### config.mk
export PLATFORM = sky130hd
export DESIGN_NAME = scop_ctrl_top
export DESIGN_NICKNAME = d
export VERILOG_FILES = /design/src/scop_ctrl_top.v /design/src/scop_pin_drive.v
export VERILOG_INCLUDE_DIRS = /design/src
export SDC_FILE = /design/constraint.sdc
export NUM_CORES = 1
export LEC_CHECK = 0
export ABC_CLOCK_PERIOD_IN_PS = 2200
export BUFFER_PORTS_ARGS = -buffer_cell sky130_fd_sc_hd__clkbuf_2
export CAP_MARGIN = 20
export CORE_MARGIN = 2
export CORE_UTILIZATION = 46
export DETAILED_ROUTE_END_ITERATION = 10
export HOLD_SLACK_MARGIN = 0.06
export PLACE_DENSITY_LB_ADDON = 0.3
export RECOVER_POWER = 25
export SYNTH_ARGS = -nofsm -noshare
export SYNTH_HDL_FRONTEND = slang
export SYNTH_SLANG_ARGS = --single-unit
### constraint.sdc
create_clock -name clk -period 2.2 [get_ports clk]
set_input_delay 0.11 -clock clk [delete_from_list [all_inputs] [get_ports clk]]
set_output_delay 0.11 -clock clk [all_outputs]
set_load 0.005 [all_outputs]
### src/scop_defs.vh
// constants for the sensor control and output port block
// assumes a 32-bit classic wishbone slave decoding word indexes
// What this block does
// RULE1: control bits 7:6 echo mode pins, unwritable
// RULE2: reset: idle bit one, low five zero
// RULE3: bit 5 reads converter idle, read-only
// RULE4: auto-advance off: result read changes nothing
// RULE5: auto-advance on: read advances column, row, converts
// RULE6: bit 1 picks clock source except usb
// RULE7: bit 0 clear halts clock and converter
// RULE8: bits 7:5 pick pin one level or rate
// RULE9: bits 4:2 pick pin zero level or rate
// RULE10: bit 1 drives pin one when static
// RULE11: bit 0 drives pin zero when static
// RULE12: bit 3 inert, bit 4 write zero
// RULE13: result read launches conversion, valid within six
// RULE14: square wave period equals divisor, half toggles
`ifndef SCOP_DEFS_VH
`define SCOP_DEFS_VH

// word indexes; the byte address is four times the index
`define SCOP_IDX_CONV_RESULT   6'h08
`define SCOP_IDX_CHIP_CONTROL  6'h09
`define SCOP_IDX_OUTPUT_PORT   6'h0A

// chip_control fields
`define SCOP_CC_MODE_HI        7
`define SCOP_CC_MODE_LO        6
`define SCOP_CC_IDLE           5
`define SCOP_CC_RSVD4          4
`define SCOP_CC_RSVD3          3
`define SCOP_CC_AUTO_ADVANCE   2
`define SCOP_CC_CLK_SEL        1
`define SCOP_CC_ENABLE         0
`define SCOP_CC_LOW_RESET      3'h0

// output_port_control fields
`define SCOP_OP_B_RATE_HI      7
`define SCOP_OP_B_RATE_LO      5
`define SCOP_OP_A_RATE_HI      4
`define SCOP_OP_A_RATE_LO      2
`define SCOP_OP_B_LEVEL        1
`define SCOP_OP_A_LEVEL        0
`define SCOP_OP_RESET          8'h00

// toggle rate codes
`define SCOP_RATE_STATIC       3'h0
`define SCOP_RATE_DIV_MAX      3'h4

// interface mode code that disables the clock source select
`define SCOP_MODE_USB          2'h2

// converter timing in clock cycles
`define SCOP_CONV_CYCLES       3'h6

// sensor array extent
`define SCOP_COL_LAST          8'hFF
`define SCOP_ROW_LAST          9'h12B

`endif

### src/scop_ctrl_top.v
// chip control and output port registers behind a classic wishbone slave
// assumes a 32-bit wishbone master on clk and mode pins from outside the domain
`timescale 1ns/1ps
`include "scop_defs.vh"

module scop_ctrl_top #(
    parameter DIV_W = 24
) (
    input  wire        clk,
    input  wire        resetn,
    input  wire        wb_cyc_i,
    input  wire        wb_stb_i,
    input  wire        wb_we_i,
    input  wire [7:0]  wb_adr_i,
    input  wire [3:0]  wb_sel_i,
    input  wire [31:0] wb_dat_i,
    output reg  [31:0] wb_dat_o,
    output reg         wb_ack_o,
    input  wire [1:0]  mode_pins,
    input  wire [7:0]  conv_result,
    output reg         chip_enable_ff,
    output reg         clock_source_select_ff,
    output reg         conv_start_ff,
    output reg  [7:0]  col_addr_ff,
    output reg  [8:0]  row_addr_ff,
    output wire        out_a_pin,
    output wire        out_b_pin
);

    // word index of a byte address
    function [5:0] word_index;
        input [7:0] adr;
        begin
            word_index = adr[7:2];
        end
    endfunction

    // mode pin synchroniser: three stages, a change counts when two and three agree
    reg [1:0] mode_s1_ff;
    reg [1:0] mode_s2_ff;
    reg [1:0] mode_s3_ff;
    reg [1:0] mode_ff;

    always @(posedge clk or negedge resetn) begin
        if (!resetn) begin
            mode_s1_ff <= 2'h0;
            mode_s2_ff <= 2'h0;
            mode_s3_ff <= 2'h0;
            mode_ff    <= 2'h0;
        end else begin
            mode_s1_ff <= mode_pins;
            mode_s2_ff <= mode_s1_ff;
            mode_s3_ff <= mode_s2_ff;
            if (mode_s2_ff == mode_s3_ff) begin
                mode_ff <= mode_s3_ff;
            end
        end
    end

    // register state
    reg        auto_advance_ff;
    reg        clk_sel_bit_ff;
    reg [2:0]  out_b_toggle_rate_ff;
    reg [2:0]  out_a_toggle_rate_ff;
    reg        out_b_level_ff;
    reg        out_a_level_ff;
    reg [2:0]  conv_count_ff;
    reg        conv_busy_ff;

    // bus decode
    wire       bus_req    = wb_cyc_i & wb_stb_i;
    wire [5:0] bus_idx    = word_index(wb_adr_i);
    wire       bus_fire   = bus_req & wb_ack_o;
    wire       write_fire = bus_fire & wb_we_i & wb_sel_i[0];
    wire       read_fire  = bus_fire & ~wb_we_i;
    wire       cc_write   = write_fire & (bus_idx == `SCOP_IDX_CHIP_CONTROL);
    wire       op_write   = write_fire & (bus_idx == `SCOP_IDX_OUTPUT_PORT);
    wire       result_read = read_fire & (bus_idx == `SCOP_IDX_CONV_RESULT);
    wire       usb_mode   = (mode_ff == `SCOP_MODE_USB);

    // assembled register images
    wire [7:0] chip_control_img = {
        mode_ff,                                // RULE1
        ~conv_busy_ff,                          // RULE3
        1'b0,                                   // RULE12
        1'b0,                                   // RULE12
        auto_advance_ff,
        clk_sel_bit_ff,
        chip_enable_ff
    };

    wire [7:0] output_port_img = {
        out_b_toggle_rate_ff,
        out_a_toggle_rate_ff,
        out_b_level_ff,
        out_a_level_ff
    };

    // read data mux
    reg [7:0] nxt_rd_byte;

    always @* begin
        nxt_rd_byte = 8'h00;
        case (bus_idx)
            `SCOP_IDX_CONV_RESULT:  nxt_rd_byte = conv_result;
            `SCOP_IDX_CHIP_CONTROL: nxt_rd_byte = chip_control_img;
            `SCOP_IDX_OUTPUT_PORT:  nxt_rd_byte = output_port_img;
            // unmapped indexes answer with zero
            default:                nxt_rd_byte = 8'h00;
        endcase
    end

    // ack one cycle after the request, dropped in the cycle after
    always @(posedge clk or negedge resetn) begin
        if (!resetn) begin
            wb_ack_o <= 1'b0;
            wb_dat_o <= 32'h00000000;
        end else begin
            wb_ack_o <= bus_req & ~wb_ack_o;
            if (bus_req & ~wb_ack_o & ~wb_we_i) begin
                wb_dat_o <= {24'h000000, nxt_rd_byte};
            end else begin
                wb_dat_o <= 32'h00000000;
            end
        end
    end

    // chip_control writable bits; top five bits are never stored
    always @(posedge clk or negedge resetn) begin
        if (!resetn) begin
            auto_advance_ff <= 1'b0; // RULE2
            clk_sel_bit_ff  <= 1'b0; // RULE2
            chip_enable_ff  <= 1'b0; // RULE2
        end else if (cc_write) begin
            auto_advance_ff <= wb_dat_i[`SCOP_CC_AUTO_ADVANCE];
            clk_sel_bit_ff  <= wb_dat_i[`SCOP_CC_CLK_SEL];
            chip_enable_ff  <= wb_dat_i[`SCOP_CC_ENABLE]; // RULE7
        end
    end

    // clock source select only acts outside usb mode
    always @(posedge clk or negedge resetn) begin
        if (!resetn) begin
            clock_source_select_ff <= 1'b0;
        end else begin
            clock_source_select_ff <= clk_sel_bit_ff & ~usb_mode; // RULE6
        end
    end

    // output_port_control
    always @(posedge clk or negedge resetn) begin
        if (!resetn) begin
            out_b_toggle_rate_ff <= 3'h0;
            out_a_toggle_rate_ff <= 3'h0;
            out_b_level_ff       <= 1'b0;
            out_a_level_ff       <= 1'b0;
        end else if (op_write) begin
            out_b_toggle_rate_ff <= wb_dat_i[`SCOP_OP_B_RATE_HI:`SCOP_OP_B_RATE_LO]; // RULE8
            out_a_toggle_rate_ff <= wb_dat_i[`SCOP_OP_A_RATE_HI:`SCOP_OP_A_RATE_LO]; // RULE9
            out_b_level_ff       <= wb_dat_i[`SCOP_OP_B_LEVEL]; // RULE10
            out_a_level_ff       <= wb_dat_i[`SCOP_OP_A_LEVEL]; // RULE11
        end
    end

    // converter launch: only on a result read with auto-advance set and the chip enabled
    wire launch = result_read & auto_advance_ff & chip_enable_ff; // RULE4 RULE5 RULE7

    // conversion timer; disabling the chip shuts the converter down at once
    reg [2:0] nxt_conv_count;
    reg       nxt_conv_busy;

    always @* begin
        nxt_conv_count = conv_count_ff;
        nxt_conv_busy  = conv_busy_ff;
        if (!chip_enable_ff) begin
            nxt_conv_count = 3'h0; // RULE7
            nxt_conv_busy  = 1'b0;
        end else if (launch) begin
            nxt_conv_count = `SCOP_CONV_CYCLES; // RULE13
            nxt_conv_busy  = 1'b1;
        end else if (conv_busy_ff) begin
            nxt_conv_count = conv_count_ff - 3'h1;
            nxt_conv_busy  = (conv_count_ff != 3'h1);
        end
    end

    always @(posedge clk or negedge resetn) begin
        if (!resetn) begin
            conv_count_ff <= 3'h0;
            conv_busy_ff  <= 1'b0; // RULE2
            conv_start_ff <= 1'b0;
        end else begin
            conv_count_ff <= nxt_conv_count;
            conv_busy_ff  <= nxt_conv_busy;
            conv_start_ff <= launch; // RULE13
        end
    end

    // address advance: column each launching read, row at the end of a column run
    reg [7:0] nxt_col;
    reg [8:0] nxt_row;

    always @* begin
        nxt_col = col_addr_ff;
        nxt_row = row_addr_ff;
        if (launch) begin
            if (col_addr_ff == `SCOP_COL_LAST) begin
                nxt_col = 8'h00; // RULE5
                if (row_addr_ff == `SCOP_ROW_LAST) begin
                    nxt_row = 9'h000;
                end else begin
                    nxt_row = row_addr_ff + 9'h001; // RULE5
                end
            end else begin
                nxt_col = col_addr_ff + 8'h01; // RULE5
            end
        end
    end

    always @(posedge clk or negedge resetn) begin
        if (!resetn) begin
            col_addr_ff <= 8'h00;
            row_addr_ff <= 9'h000;
        end else begin
            col_addr_ff <= nxt_col;
            row_addr_ff <= nxt_row;
        end
    end

    // free-running divider; stops with the 12 MHz clock when the chip is disabled
    reg [DIV_W-1:0] div_count_ff;

    always @(posedge clk or negedge resetn) begin
        if (!resetn) begin
            div_count_ff <= {DIV_W{1'b0}};
        end else if (chip_enable_ff) begin
            div_count_ff <= div_count_ff + {{(DIV_W-1){1'b0}}, 1'b1}; // RULE14
        end
    end

    scop_pin_drive #(
        .DIV_W (DIV_W)
    ) u_out_a (
        .clk       (clk),
        .resetn    (resetn),
        .rate      (out_a_toggle_rate_ff),
        .level     (out_a_level_ff),
        .div_count (div_count_ff),
        .pin_ff    (out_a_pin)
    );

    scop_pin_drive #(
        .DIV_W (DIV_W)
    ) u_out_b (
        .clk       (clk),
        .resetn    (resetn),
        .rate      (out_b_toggle_rate_ff),
        .level     (out_b_level_ff),
        .div_count (div_count_ff),
        .pin_ff    (out_b_pin)
    );

endmodule // scop_ctrl_top

### src/scop_pin_drive.v
// one general-purpose output pin: static level or divided square wave
// assumes a free-running divider count from the parent, same clock
`timescale 1ns/1ps
`include "scop_defs.vh"

module scop_pin_drive #(
    parameter DIV_W = 24
) (
    input  wire             clk,
    input  wire             resetn,
    input  wire [2:0]       rate,
    input  wire             level,
    input  wire [DIV_W-1:0] div_count,
    output reg              pin_ff
);

    reg nxt_pin;

    // count bit k toggles every 2^k cycles, so code 1 (divisor 2^DIV_W) uses the top bit
    always @* begin
        nxt_pin = level;
        case (rate)
            `SCOP_RATE_STATIC: nxt_pin = level; // RULE10 RULE11
            3'h1:              nxt_pin = div_count[DIV_W-1]; // RULE14
            3'h2:              nxt_pin = div_count[DIV_W-2]; // RULE14
            3'h3:              nxt_pin = div_count[DIV_W-3]; // RULE14
            `SCOP_RATE_DIV_MAX: nxt_pin = div_count[DIV_W-4]; // RULE14
            // reserved codes fall back to the static level so the pin stays defined
            default:           nxt_pin = level;
        endcase
    end

    always @(posedge clk or negedge resetn) begin
        if (!resetn) begin
            pin_ff <= 1'b0;
        end else begin
            pin_ff <= nxt_pin;
        end
    end

endmodule // scop_pin_drive
==> results.txt <==
----------------------------------------------------
[Run status]
  Status ... complete, no violations

[Clock network]
  Maximum buffer depth of the clock tree ... 2
  Number of clock sinks ... 77
  CTS tree ... yes
  Worst-path clk slew ... 0.08 ns
  Cts hold-fix bufs ... 15
  Number of H-tree levels ... 3
  Number of clock buffers inserted by TritonCTS ... 9
  Resized cells post-CTS ... 0
  Post-CTS setup repair buffer count ... 0
  Latest clock arrival within the worst-skew pair ... 0.34 ns
  Root buffer cell ... sky130_fd_sc_hd__clkbuf_8

[Place]
  Dpl ws ... 0.376 ns
  Final RePlAce weighted congestion ... 0.866
  PortBufs ... 60
  Post-detailed-placement half-perimeter wirelength ... 5060 um

[Global route]
  Overflow left after global routing ... 0
  Total track usage ... 17.2%
  Gr busiest metal ... met2
  Met3 Usage GRT ... 3.95%
  GRT met2 Usage ... 28.7%
  First-pass GRT wire length ... 11700 um
  Met1 Resource Use GR ... 21.9%
  Number of global-route vias before repair ... 2479
  Largest net degree at the start of global routing ... 78
  Initial antenna violation count ... 0

[Layout]
  Flip-flop and latch area ... 1930 sq um
  Final net count ... 477
  Fill cell total of the finished layout ... 677
  Combined area of the multi-input logic cells ... 1580 sq um
  Ant diodes ... 0
  Fraction of layout instances using a drive strength above 1 ... 20.9%
  Area added between synthesis and finish ... 18.7%

[Logic synthesis]
  Post-synthesis cell type with the largest combined area ... sky130_fd_sc_hd__dfrtp_1
  Synth top area share ... 52.6%
  Netlist area before placement ... 3660 sq um
  Post-synth cell types ... 41
  Mean instance size in the synthesized netlist ... 11.2 sq um
  Cells after synthesis ... 328
  Dominant cells by area after synthesis ... sky130_fd_sc_hd__dfrtp_1, sky130_fd_sc_hd__xnor2_1, sky130_fd_sc_hd__buf_4
  Sequential area share after synthesis ... 52.6%
  Count of yosys warnings during synthesis ... 0
  Flop and latch count out of synthesis ... 77

[Critical path]
  Data arrival time of the critical path ... 2.04 ns
  Required time at the endpoint of the critical path ... 2.42 ns
  Slowest cell on the critical path ... sky130_fd_sc_hd__nor3b_4
  Max FO, Critical Path ... 8
  Worst path bufs/invs ... 0
  Critical-path cell list ... and3_1, nand4_1, nor3b_4, mux2_2
  Max stage delay on crit path ... 0.48 ns
  Type of element capturing the critical path ... register
  Element type at the critical path start ... register
  CP top delay family ... simple AND/OR/NAND/NOR gates
  Worst Setup Path Type ... reg -> reg

[Route]
  DRT iter0 DRCs ... 137
  Routed Antenna Nets ... 0
  Detailed-routing iteration count for the pre-antenna-repair pass ... 4
  Wire per inst ... 13.9 um
  Detailed-route DRC error count ... 0
  Via count ... 2645
  Detailed-route vias per instance ... 5.10
  Total Routed Length ... 7220 um

[Timing]
  Fin Setup TNS ... 0 ns
  Slew at the pin closest to its max-slew limit ... 1.03 ns
  Unrepaired setup endpoints after global routing ... no
  Setup clock skew after layout ... 0.00818 ns
  Number of slew-limit violations in the final report ... 0
  Total of endpoints with negative setup slack in the final report ... 0
  Worst slew margin relative to its limit ... 31.3%
  Maximum frequency from static timing analysis ... 0.551 GHz
  Period utilization ... 82.4%
  Minimum period implied by the final worst setup slack ... 1.81 ns
  Final hold violation count ... 0
  Worst setup margin ... 0.387 ns

[Power]
  Max VDD drop ... 0.401 mV
  Cell Pwr Density ... 612 nW/um^2
  Leakage dissipation ... 0.00210 uW

[Floorplanning]
  Number of I/O pins ... 114
  Initial core utilization ... 47.4%
  Die area ... 8690 sq um
  Die height ... 93.2 um
  Die Width ... 93.2 um
  Total number of placement rows ... 32
  Placeable core region ... 7730 sq um

[Job]
  Maximum capacitance violations ... 0

[Min path]
  Hold Path Class ... in -> reg

----------------------------------------------------
==> cell usage after synthesis (all sizes together) <==
cell type,instances
o21ai,6
nor4b,2
a21o,2
nand2,19
conb,1
o31ai,5
mux4,2
a21boi,4
a211o,2
and4,2
or4,1
nor4,5
a31oi,1
a22o,1
nand3,15
xor2,10
mux2,13
nor3b,2
dfrtp,77
o22ai,1
ha,5
nand2b,4
nor2,25
xnor2,22
mux2i,10
and3,7
buf,26
inv,8
a211oi,1
and2,1
nor2b,1
a21oi,16
nor3,8
clkbuf,5
or3,2
nand4,16
==> layer usage <==
layer | wire (um) | share of wire (%)
met1 | 3240 | 45
met4 | 152 | 2.1
met2 | 3550 | 49
met5 | 0 | 0
met3 | 281 | 3.9
==> layout by cell type, fill, tap and decap left out, drive strengths merged, types with 13 or more instances in the layout <==
cell type,n
dlygate4sd3,15
a21oi,16
nor2,25
xnor2,22
nand2,19
conb,24
nand4,16
nand3,15
clkbuf,72
dfrtp,77
mux2,13
==> final timing paths <==
kind / from / endpoint / slack, ns / depth (start not counted)
max in group asynchronous: resetn / col_addr_ff[1] / 1.04 / 2
hold / removal: conv_result[6] / wb_dat_o[6] / 0.15 / 5
setup reg to reg: wb_ack_o / out_b_toggle_rate_ff[1] / 0.39 / 4
hold reg to reg: mode_s1_ff[0] / mode_s2_ff[0] / 0.36 / 0
min in group asynchronous: resetn / out_a_toggle_rate_ff[2] / 0.51 / 2
setup / recovery: wb_ack_o / out_b_toggle_rate_ff[1] / 0.39 / 4
==> state kept, by name, indices dropped and copies added (netlist names), 2 cells and up <==
name and count:
col_addr_ff 8, conv_count_ff 3, div_count_ff 24, mode_ff 2, mode_s1_ff 2, mode_s2_ff 2, mode_s3_ff 2, out_a_toggle_rate_ff 3
out_b_toggle_rate_ff 3, row_addr_ff 9, wb_dat_o 8
==> cell type report <==
class / count / share of cell area (%)
Clock buffer: 11 / 3.48
Clock inverter: 4 / 1.09
Inverter: 8 / 0.691
Multi-Input combinational cell: 235 / 36.4
Sequential cell: 77 / 44.3
Tap cell: 102 / 2.94
Timing Repair Buffer: 82 / 11.1
==> cell families (layout without fill, tap and decap cells) <==
| kind of cell | after synthesis | after routing | share of synthesized area [%] |
|---|---|---|---|
| simple gates | 110 | 110 | 16.9 |
| compound gates | 39 | 39 | 6.53 |
| flops | 77 | 77 | 52.6 |
| fa+ha+maj | 5 | 5 | 1.71 |
| mux | 25 | 25 | 7.96 |
| buf+inv | 39 | 105 | 6.53 |
| xor+xnor | 32 | 32 | 7.65 |
| other cells | 1 | 24 | 0.102 |
==> worst reg2reg max path: stages, from the launching register on <==
cell                      delay (ns)
sky130_fd_sc_hd__dfrtp_1        0.39
sky130_fd_sc_hd__and3_1         0.23
sky130_fd_sc_hd__nand4_1        0.20
sky130_fd_sc_hd__nor3b_4        0.48
sky130_fd_sc_hd__mux2_2         0.39
==> stage by stage <==
step / cell area, sq um / hold WS [ns] / cells / total power (uW) / util (%)
6_report: 4350 / 0.154 / 519 / 2660 / 56.3
2_1_floorplan: 3750 / -0.186 / 351 / 1560 / -
5_1_grt: 4350 / 0.171 / 519 / 2770 / 56.3
4_1_cts: 4370 / 0.138 / 519 / 2700 / 56.6
3_3_place_gp: 4020 / 0.220 / 489 / 1600 / 52.1
3_5_place_dp: 4020 / 0.220 / 489 / 1600 / 52.1
==> where the power goes <==
part           internal, uW  switching (uW)  total (uW)
sequential             1430            16.3        1450
clock                   576             488        1060
combinational          65.3            82.7         148
total                  2070             587        2660
Power figures use the tool's default switching activity.
